**src/core/pmsc_pkg.sv**
```systemverilog
/*
 * Shared constants of the power monitor and stop-mode control block:
 * APB register offsets, bit positions inside the two 8-bit control
 * registers and the event registers, and reset values.
 * Assumes a 32-bit APB with 12-bit byte addresses.
 */
package pmsc_pkg;

    ////////////////////////////////////////////////////////////////////////
    // Bus geometry
    localparam int PMSC_ADDR_W = 12;
    localparam int PMSC_DATA_W = 32;
    localparam int PMSC_REG_W  = 8;
    localparam int PMSC_EVT_W  = 3;

    ////////////////////////////////////////////////////////////////////////
    // Register byte addresses
    localparam logic [11:0] PMSC_ADDR_CTRL1    = 12'h000;
    localparam logic [11:0] PMSC_ADDR_CTRL2    = 12'h004;
    localparam logic [11:0] PMSC_ADDR_EVT_STS  = 12'h008;
    localparam logic [11:0] PMSC_ADDR_EVT_MASK = 12'h00C;

    ////////////////////////////////////////////////////////////////////////
    // Control register 1 bit positions
    localparam int C1_DETECT_FLAG = 7;
    localparam int C1_DETECT_ACK  = 6;
    localparam int C1_IRQ_EN      = 5;
    localparam int C1_RST_EN      = 4;
    localparam int C1_STOP_EN     = 3;
    localparam int C1_LOGIC_EN    = 2;

    ////////////////////////////////////////////////////////////////////////
    // Control register 2 bit positions
    localparam int C2_WARN_FLAG = 7;
    localparam int C2_WARN_ACK  = 6;
    localparam int C2_DET_TRIP  = 5;
    localparam int C2_WARN_TRIP = 4;
    localparam int C2_PPD_FLAG  = 3;
    localparam int C2_PPD_ACK   = 2;
    localparam int C2_PD_ALLOW  = 1;
    localparam int C2_PD_KIND   = 0;

    ////////////////////////////////////////////////////////////////////////
    // Event status and mask bit positions
    localparam int EVT_DETECT = 0;
    localparam int EVT_WARN   = 1;
    localparam int EVT_PPD    = 2;

    ////////////////////////////////////////////////////////////////////////
    // Reset values
    localparam logic RST_IRQ_EN   = 1'h0;
    localparam logic RST_RST_EN   = 1'h1;
    localparam logic RST_STOP_EN  = 1'h0;
    localparam logic RST_LOGIC_EN = 1'h1;
    localparam logic RST_TRIP     = 1'h0;
    localparam logic RST_PD       = 1'h0;
    localparam logic [2:0] RST_EVT = 3'h0;
    localparam logic [31:0] RST_RDATA = 32'h0000_0000;

endpackage : pmsc_pkg

```
**src/core/pmsc_core.sv**
```systemverilog
/*
 * Power monitor and stop-mode control: undervolt detect and supply
 * warning flags with acknowledges, interrupt and reset enables, trip
 * point selects and write-once power-down controls, behind an APB slave.
 * Assumes analog comparators drive the two detector inputs
 * asynchronously, stop_mode_in and partial_wake_in come from logic on
 * pclk, and por_n is the power-on reset only.
 */
// The register offsets and the APB slave port were left to the implementer.
`timescale 1ns/1ns
`default_nettype none

module pmsc_core (
    input  wire logic        pclk,
    input  wire logic        presetn,
    input  wire logic        por_n,
    input  wire logic        psel,
    input  wire logic        penable,
    input  wire logic        pwrite,
    input  wire logic [11:0] paddr,
    input  wire logic [31:0] pwdata,
    output logic      [31:0] prdata,
    output logic             pready,
    output logic             pslverr,
    input  wire logic        undervolt_detector_in,
    input  wire logic        supply_warning_detector_in,
    input  wire logic        stop_mode_in,
    input  wire logic        partial_wake_in,
    output logic             undervolt_detector_on,
    output logic             detect_trip_select,
    output logic             warning_trip_select,
    output logic             undervolt_reset_req,
    output logic             full_powerdown_mode,
    output logic             partial_powerdown_mode,
    output logic             irq
);

    ////////////////////////////////////////////////////////////////////////
    // State
    logic       det_s1_r, det_s2_r, det_s3_r, det_f_r;
    logic       wrn_s1_r, wrn_s2_r, wrn_s3_r, wrn_f_r;
    logic       undervolt_detect_flag_r;
    logic       undervolt_irq_enable_r;
    logic       undervolt_reset_enable_r;
    logic       undervolt_stop_enable_r;
    logic       undervolt_logic_enable_r;
    logic       c1_once_r;
    logic       supply_warning_flag_r;
    logic       detect_trip_select_r;
    logic       warning_trip_select_r;
    logic       partial_powerdown_flag_r;
    logic       powerdown_allow_r;
    logic       powerdown_kind_select_r;
    logic       c2_once_r;
    logic [2:0] evt_sts_r;
    logic [2:0] evt_mask_r;
    logic [31:0] prdata_r;

    ////////////////////////////////////////////////////////////////////////
    // APB decode
    wire logic       apb_setup = psel & ~penable;
    wire logic       apb_acc   = psel & penable;
    wire logic       sel_c1    = (paddr == pmsc_pkg::PMSC_ADDR_CTRL1);
    wire logic       sel_c2    = (paddr == pmsc_pkg::PMSC_ADDR_CTRL2);
    wire logic       sel_sts   = (paddr == pmsc_pkg::PMSC_ADDR_EVT_STS);
    wire logic       sel_msk   = (paddr == pmsc_pkg::PMSC_ADDR_EVT_MASK);
    wire logic       addr_hit  = sel_c1 | sel_c2 | sel_sts | sel_msk;
    wire logic       apb_wr    = apb_acc & pwrite & addr_hit;
    wire logic       wr_c1     = apb_wr & sel_c1;
    wire logic       wr_c2     = apb_wr & sel_c2;
    wire logic       wr_sts    = apb_wr & sel_sts;
    wire logic       wr_msk    = apb_wr & sel_msk;
    wire logic [7:0] wd        = pwdata[7:0];

    // Zero wait states; unmapped addresses answer with an error
    // Writes land at the end of the access phase, one per transfer
    assign pready  = 1'h1;
    assign pslverr = apb_acc & ~addr_hit;
    assign prdata  = prdata_r;

    ////////////////////////////////////////////////////////////////////////
    // Detector input synchronisers, three stages with agreement filter.
    // The comparators are asynchronous to pclk, so only the second
    // stage reads the first; a metastable first stage reaches no logic.
    always_ff @(posedge pclk or negedge presetn) begin
        if (!presetn) begin
            det_s1_r <= 1'h0;
            det_s2_r <= 1'h0;
            det_s3_r <= 1'h0;
            wrn_s1_r <= 1'h0;
            wrn_s2_r <= 1'h0;
            wrn_s3_r <= 1'h0;
        end else begin
            det_s1_r <= undervolt_detector_in;
            det_s2_r <= det_s1_r;
            det_s3_r <= det_s2_r;
            wrn_s1_r <= supply_warning_detector_in;
            wrn_s2_r <= wrn_s1_r;
            wrn_s3_r <= wrn_s2_r;
        end
    end

    // Filtered levels change only when stages two and three agree
    // A one-cycle glitch on a comparator is dropped here
    always_ff @(posedge pclk or negedge presetn) begin
        if (!presetn) begin
            det_f_r <= 1'h0;
            wrn_f_r <= 1'h0;
        end else begin
            if (det_s2_r == det_s3_r) det_f_r <= det_s3_r;
            if (wrn_s2_r == wrn_s3_r) wrn_f_r <= wrn_s3_r;
        end
    end

    ////////////////////////////////////////////////////////////////////////
    // Detection gating and events
    // With stop enable clear the detector is off in stop, so no
    // detect event can be raised there however low the supply falls
    wire logic det_alive = undervolt_logic_enable_r
                         & (~stop_mode_in | undervolt_stop_enable_r);
    wire logic det_evt   = det_alive & det_f_r;
    wire logic wrn_evt   = wrn_f_r;
    wire logic det_ack   = wr_c1 & wd[pmsc_pkg::C1_DETECT_ACK];
    wire logic wrn_ack   = wr_c2 & wd[pmsc_pkg::C2_WARN_ACK];
    wire logic ppd_ack   = wr_c2 & wd[pmsc_pkg::C2_PPD_ACK];

    // Next values of the sticky flags; a new event wins over the ack
    wire logic det_flag_nxt = det_evt
                            | (undervolt_detect_flag_r & ~det_ack);
    wire logic wrn_flag_nxt = wrn_evt
                            | (supply_warning_flag_r & ~wrn_ack);
    wire logic ppd_flag_nxt = partial_wake_in
                            | (partial_powerdown_flag_r & ~ppd_ack);

    ////////////////////////////////////////////////////////////////////////
    // Sticky flags
    // Ack and event in one cycle leave the flag set, so a supply that
    // is still low can never be acknowledged away unseen
    always_ff @(posedge pclk or negedge presetn) begin
        if (!presetn) begin
            undervolt_detect_flag_r  <= 1'h0;
            supply_warning_flag_r    <= 1'h0;
            partial_powerdown_flag_r <= 1'h0;
        end else begin
            undervolt_detect_flag_r  <= det_flag_nxt;
            supply_warning_flag_r    <= wrn_flag_nxt;
            partial_powerdown_flag_r <= ppd_flag_nxt;
        end
    end

    ////////////////////////////////////////////////////////////////////////
    // Control register 1 enables; logic enable is write-once
    // Any write arms the lock, so a write that only changes enables
    // still freezes the logic enable until the next reset
    always_ff @(posedge pclk or negedge presetn) begin
        if (!presetn) begin
            undervolt_irq_enable_r   <= pmsc_pkg::RST_IRQ_EN;
            undervolt_reset_enable_r <= pmsc_pkg::RST_RST_EN;
            undervolt_stop_enable_r  <= pmsc_pkg::RST_STOP_EN;
            undervolt_logic_enable_r <= pmsc_pkg::RST_LOGIC_EN;
            c1_once_r                <= 1'h0;
        end else if (wr_c1) begin
            undervolt_irq_enable_r   <= wd[pmsc_pkg::C1_IRQ_EN];
            undervolt_reset_enable_r <= wd[pmsc_pkg::C1_RST_EN];
            undervolt_stop_enable_r  <= wd[pmsc_pkg::C1_STOP_EN];
            c1_once_r                <= 1'h1;
            if (!c1_once_r) begin
                undervolt_logic_enable_r <= wd[pmsc_pkg::C1_LOGIC_EN];
            end
        end
    end

    ////////////////////////////////////////////////////////////////////////
    // Write-once power-down controls of register 2
    // Both bits lock together on the first write after reset, so the
    // stop logic may trust the chosen mode until the next reset
    always_ff @(posedge pclk or negedge presetn) begin
        if (!presetn) begin
            powerdown_allow_r       <= pmsc_pkg::RST_PD;
            powerdown_kind_select_r <= pmsc_pkg::RST_PD;
            c2_once_r               <= 1'h0;
        end else if (wr_c2 && !c2_once_r) begin
            powerdown_allow_r       <= wd[pmsc_pkg::C2_PD_ALLOW];
            powerdown_kind_select_r <= wd[pmsc_pkg::C2_PD_KIND];
            c2_once_r               <= 1'h1;
        end
    end

    ////////////////////////////////////////////////////////////////////////
    // Trip selects survive every reset but power-on
    // An undervolt reset thus keeps the thresholds software chose,
    // and the comparators do not jump while the supply recovers
    always_ff @(posedge pclk or negedge por_n) begin
        if (!por_n) begin
            detect_trip_select_r  <= pmsc_pkg::RST_TRIP;
            warning_trip_select_r <= pmsc_pkg::RST_TRIP;
        end else if (wr_c2) begin
            detect_trip_select_r  <= wd[pmsc_pkg::C2_DET_TRIP];
            warning_trip_select_r <= wd[pmsc_pkg::C2_WARN_TRIP];
        end
    end

    ////////////////////////////////////////////////////////////////////////
    // Event status (write one to clear, set wins) and mask
    // A source still active re-sets its bit in the cycle of the clear
    wire logic [2:0] evt_set = {partial_wake_in, wrn_evt, det_evt};
    wire logic [2:0] evt_clr = wr_sts ? wd[2:0] : 3'h0;
    wire logic [2:0] evt_sts_nxt = evt_set | (evt_sts_r & ~evt_clr);

    always_ff @(posedge pclk or negedge presetn) begin
        if (!presetn) begin
            evt_sts_r  <= pmsc_pkg::RST_EVT;
            evt_mask_r <= pmsc_pkg::RST_EVT;
        end else begin
            evt_sts_r <= evt_sts_nxt;
            if (wr_msk) evt_mask_r <= wd[2:0];
        end
    end

    ////////////////////////////////////////////////////////////////////////
    // Read data; acknowledge bits always read zero
    wire logic [7:0] rd_c1 = {undervolt_detect_flag_r, 1'h0,
                              undervolt_irq_enable_r,
                              undervolt_reset_enable_r,
                              undervolt_stop_enable_r,
                              undervolt_logic_enable_r, 2'h0};
    wire logic [7:0] rd_c2 = {supply_warning_flag_r, 1'h0,
                              detect_trip_select_r,
                              warning_trip_select_r,
                              partial_powerdown_flag_r, 1'h0,
                              powerdown_allow_r,
                              powerdown_kind_select_r};
    logic [31:0] rdata_nxt;

    // Address mux for reads
    always_comb begin
        rdata_nxt = pmsc_pkg::RST_RDATA;
        if (sel_c1) begin
            rdata_nxt = {24'h00_0000, rd_c1};
        end else if (sel_c2) begin
            rdata_nxt = {24'h00_0000, rd_c2};
        end else if (sel_sts) begin
            rdata_nxt = {29'h0000_0000, evt_sts_r};
        end else if (sel_msk) begin
            rdata_nxt = {29'h0000_0000, evt_mask_r};
        end
    end

    // Read data captured at the end of the setup cycle, so prdata comes
    // from a flip-flop and stands through the access phase
    always_ff @(posedge pclk or negedge presetn) begin
        if (!presetn) begin
            prdata_r <= pmsc_pkg::RST_RDATA;
        end else if (apb_setup && !pwrite) begin
            prdata_r <= rdata_nxt;
        end
    end

    ////////////////////////////////////////////////////////////////////////
    // Outputs to the analog side, reset controller and stop logic
    // The reset request is gated by the logic enable but not by stop, so
    // a detector with its logic enable or its reset enable clear can never reset the system from a stale flag
    assign undervolt_detector_on  = det_alive;
    assign detect_trip_select     = detect_trip_select_r;
    assign warning_trip_select    = warning_trip_select_r;
    assign undervolt_reset_req    = undervolt_detect_flag_r
                                  & undervolt_reset_enable_r
                                  & undervolt_logic_enable_r;
    assign full_powerdown_mode    = powerdown_allow_r
                                  & ~powerdown_kind_select_r;
    assign partial_powerdown_mode = powerdown_allow_r
                                  & powerdown_kind_select_r;
    assign irq = (undervolt_detect_flag_r & undervolt_irq_enable_r)
               | (|(evt_sts_r & evt_mask_r));

    ////////////////////////////////////////////////////////////////////////
    // Checks
    AST_DETECT_SET: assert property (@(posedge pclk) disable iff (!presetn)
        det_evt |=> undervolt_detect_flag_r)
        else $error("detect event did not set the flag");

    AST_DETECT_ACK: assert property (@(posedge pclk) disable iff (!presetn)
        det_ack && !det_evt |=> !undervolt_detect_flag_r)
        else $error("detect ack did not clear the flag");

    AST_ACK_READS_ZERO: assert property (@(posedge pclk)
        disable iff (!presetn)
        apb_setup && !pwrite && (sel_c1 || sel_c2)
        |=> !prdata[pmsc_pkg::C1_DETECT_ACK]
        && !(prdata[pmsc_pkg::C2_PPD_ACK] && $past(sel_c2)))
        else $error("acknowledge bit read back as one");

    AST_IRQ_LEVEL: assert property (@(posedge pclk) disable iff (!presetn)
        undervolt_detect_flag_r && undervolt_irq_enable_r
        |-> irq)
        else $error("interrupt low while detect flag enabled");

    AST_RESET_REQ: assert property (@(posedge pclk) disable iff (!presetn)
        det_evt && undervolt_reset_enable_r && !wr_c1
        |=> undervolt_reset_req)
        else $error("reset request missing after detect");

    AST_STOP_GATE: assert property (@(posedge pclk) disable iff (!presetn)
        stop_mode_in && !undervolt_stop_enable_r
        |-> !undervolt_detector_on)
        else $error("detector active in stop without enable");

    AST_LOGIC_OFF: assert property (@(posedge pclk) disable iff (!presetn)
        !undervolt_logic_enable_r
        |=> !$rose(undervolt_detect_flag_r))
        else $error("detect flag rose with logic disabled");

    AST_ONCE_C1: assert property (@(posedge pclk) disable iff (!presetn)
        c1_once_r && wr_c1
        |=> $stable(undervolt_logic_enable_r))
        else $error("once-only enable changed on a second write");

    AST_WARN_PRESENT: assert property (@(posedge pclk)
        disable iff (!presetn)
        wrn_f_r ##1 wrn_f_r |-> supply_warning_flag_r)
        else $error("warning flag clear while warning present");

    AST_WARN_STICKY: assert property (@(posedge pclk) disable iff (!presetn)
        supply_warning_flag_r && !wrn_ack
        |=> supply_warning_flag_r)
        else $error("warning flag dropped without ack");

    AST_PPD_SET: assert property (@(posedge pclk) disable iff (!presetn)
        partial_wake_in |=> partial_powerdown_flag_r
        ##1 (partial_powerdown_flag_r || $past(ppd_ack)))
        else $error("partial power-down flag not set on wake");

    AST_PD_ONCE: assert property (@(posedge pclk) disable iff (!presetn)
        c2_once_r && wr_c2 |=> $stable(powerdown_allow_r)
        && $stable(powerdown_kind_select_r))
        else $error("write-once power-down control changed");

    AST_WARN_CLEAR: assert property (@(posedge pclk) disable iff (!presetn)
        wrn_ack && !wrn_evt |=> !supply_warning_flag_r)
        else $error("warning ack without warning did not clear");

    AST_PPD_ACK: assert property (@(posedge pclk) disable iff (!presetn)
        ppd_ack && !partial_wake_in
        |=> !partial_powerdown_flag_r)
        else $error("partial power-down ack did not clear the flag");

    AST_TRIP_WRITE: assert property (@(posedge pclk)
        disable iff (!presetn || !por_n)
        wr_c2 |=> detect_trip_select_r
        == $past(wd[pmsc_pkg::C2_DET_TRIP]))
        else $error("detect trip select did not take the write");

endmodule : pmsc_core

`default_nettype wire

```
**config.mk**
```make
export PLATFORM = sky130hd
export DESIGN_NAME = pmsc_core
export DESIGN_NICKNAME = d
export VERILOG_FILES = /design/src/core/pmsc_pkg.sv /design/src/core/pmsc_core.sv
export SDC_FILE = /design/constraint.sdc
export NUM_CORES = 1
export LEC_CHECK = 0
export ABC_AREA = 1
export ABC_CLOCK_PERIOD_IN_PS = 1700
export BUFFER_PORTS_ARGS = -buffer_cell sky130_fd_sc_hd__clkbuf_2
export CAP_MARGIN = 10
export CORE_ASPECT_RATIO = 0.7
export CORE_UTILIZATION = 45
export CTS_CLUSTER_SIZE = 16
export DETAILED_ROUTE_END_ITERATION = 12
export PLACE_DENSITY_LB_ADDON = 0.1
export SETUP_SLACK_MARGIN = 0.1
export SLEW_MARGIN = 20
export SYNTH_ARGS = -nofsm -noshare
export SYNTH_HDL_FRONTEND = slang
export SYNTH_SLANG_ARGS = --single-unit
```
**constraint.sdc**
```tcl
create_clock -name pclk -period 1.7 [get_ports pclk]
set_clock_uncertainty 0.2 [all_clocks]
set_input_delay 0.34 -clock pclk [delete_from_list [all_inputs] [get_ports pclk]]
set_output_delay 0.34 -clock pclk [all_outputs]
set_load 0.03 [all_outputs]
```
==> results.cfg <==
[status]
run_status = finished with violations
failed_checks = setup timing

[worst_setup_path]
arrival_ns = 1.18
worstPathMaxFanout = 3
crit_family = flip-flops
setup.worst_path.start_class = flip-flop
crit_type = flip-flop to output port
crit_path_max_cell_delay_ns = 0.54
setup.worst_path.end_class = output port
cell_at_the_slowest_stage_of_the_critical_path = dfstp_2
cp.required_ns = 1.16
critical_path.cell_chain = inv_2 -> a21oi_4 -> buf_8
path_buf_inv = 2

[placed_design]
port-buffer-count = 43
placed_area_um2 = 2050
globalplace.congestion = 0.764
numPlacedInstances = 315
place_hpwl_um = 2540

[yosys]
ys_seq_elements = 34
ys_top_cells_by_area = dfrtp_1 (45%), nand2_1 (15%), buf_4 (11%)
yosys.cell_count.top_type = nand2_1
post_synth_num_cell_types = 21
synth.cell_area_um2 = 1770
synth_sequential_area_ratio_pct = 48.2
library_cell_occupying_the_most_area_in_the_post_synthesis_netlist = dfrtp_1
yosys_warnings = 0
ys_async_sr_fraction_pct = 100
syn_area_per_cell_um2 = 8.24
ys_top_cells_by_count = nand2_1 (69), dfrtp_1 (32), buf_4 (26), inv_1 (20), nor2_1 (18)
synth-main-ff-cell = dfrtp_1
portion_of_synthesized_cell_area_occupied_by_the_leading_cell_type_pct = 45.2
synth_enable_flop_cells = 0
netlist_instances = 215

[min_path]
hp-class = primary input to flip-flop

[floorplan]
boundaryPins = 95
placementRows = 18
floorplan.initialDensity_pct = 48.6
chipHeight_um = 54.5
die_area_um2 = 4200
dieWidth_um = 77.0
coreArea_um2 = 3650

[final_layout]
layout.cell_area.non_filler_um2 = 2300
final_layout_size_suffix_gt1_share_pct = 30.6
finish.utilization_pct = 63.0
final_nets = 337
antennaDiodeCount = 0
layout-area-overhead-vs-synth_pct = 29.7
largest_register_ffs = 7
layout.filler_cells = 319
final-instance-count-excl-fill = 334

[timing]
unrepaired_setup_endpoints_after_global_routing = true
report.final.setup_viol = 1
final_max_slew_viol_count = 0
final_hold_viol_count = 0
postLayoutSetupSlackWorst_ns = -0.0216
final_min_period_over_clock_period_pct = 101
timing.fmax_ghz = 0.581
finalCriticalPeriod_ns = 1.72

[grt]
wire_length_of_the_first_global_routing_pass_um = 5870
grt_antenna_before_repair = 0
grt_start_max_net_pins = 33
grt_pass1_vias = 1274
grt_use_total_pct = 19.0
gr-total-overflow = 0

[clocking]
clk-insertion-delay-late_ns = 0.29
cts_root_buf = clkbuf_8
clkSinkCount = 34
h_tree_depth = 2
cts_tree = done
clk_pin_slew_ns = 0.07
cts_buffers = 5
clockBufferDepth = 2

[route]
drtAntennaViolNets = 0
first_pass_iters = 4
drt-initial-drc-count = 64
drt-total-wl_um = 3520
route.detailed.drc = 0
wl_per_cell_um = 10.5
detailroute.via_count = 1423
via_per_inst = 4.26

[power]
power-per-cell-area_nw_per_um2 = 779
finalPower_mw = 1.79
power.ir.vdd_worst_v = 0.000706
total_leakage_power_nw = 1.24

[run]
cap_viol_max_count = 0
-- layout make-up --
cell class,count,area (µm²),share of cell area (%)
Inverter,20,75.1,3.27
Clock buffer,5,68.8,3.00
Multi-Input combinational cell,158,748,32.6
Clock inverter,3,45.0,1.96
Tap cell,50,62.6,2.72
Timing Repair Buffer,64,444,19.3
Sequential cell,34,853,37.1
-- layer usage --
metal	vias up	GRT usage, %	part of all wire, %
met2	46	29.9	42
met4	0	5.66	0.97
li1	751	-	-
met1	622	26.2	51
met5	-	0	0
met3	4	5.00	6.0
-- what timing repair did --
item | 4_1_cts | 5_1_grt
setup endpoints to repair | 4 | 8
pin swaps | 4 | 1
setup buffers | 5 | 2
resized for setup | 7 | 9
hold buffers | 4 | 0
hold endpoints to repair | 34 | 0
-- placed cells by master, fill, tap and decap left out, drive strengths merged --
cell and count:
conb 26, nand4 1, dfrtp 32, o21ai 13, clkbuf 45, clkinvlp 2
nor2 24, dlygate4sd3 4, dfstp 2, a21oi 3, maj3 2, nor3 1
inv 20, buf 20, bufinv 1, nand3 18, nand2 70
-- stage by stage --
step | hold WS [ns] | setup WS [ns] | TNS (ns)
final | 0.0563 | -0.0216 | -0.0216
after global routing | 0.0633 | -0.0684 | -0.106
after CTS | 0.0553 | -0.0321 | -0.0327
after detailed placement | -0.0737 | 0.0267 | 0
after global placement | -0.0729 | 0.0466 | 0
after floorplan | -0.156 | 0.0930 | 0
-- logic make-up (layout without fill, tap and decap cells) --
family	after synthesis	count (layout)	synth area share (%)
buffers and inverters	47	92	16.1
AOI/OAI and AO/OA	16	16	4.52
other	2	26	0.424
adders and majority gates	2	2	1.13
DFF	34	34	48.2
and+or+nand+nor	114	114	29.7
-- report_power, final --
group | internal, mW | switching (mW) | leakage, nW
clock network | 0.436 | 0.311 | 0.0504
logic | 0.0574 | 0.153 | 0.793
registers | 0.825 | 0.00745 | 0.395
-- tightest hold or removal path, stage by stage --
cell and delay, ns:
clkbuf_2 0.07, inv_1 0.04, nand2_1 0.06
-- worst paths after layout --
kind                                               start                  endpoint  slack (ns)  cells after the start
worst max-delay path            undervolt_logic_enable_r     undervolt_detector_on       -0.02                      3
max in group asynchronous                        presetn  undervolt_logic_enable_r        0.56                      3
worst min-delay path                     partial_wake_in  partial_powerdown_flag_r        0.06                      3
worst min register to register                  det_s1_r                  det_s2_r        0.15                      0
worst max register to register  undervolt_logic_enable_r   undervolt_detect_flag_r        0.35                      6
min in group asynchronous                          por_n       warning_trip_select        0.17                      2
Note: power is estimated with default switching activity, not from simulation.
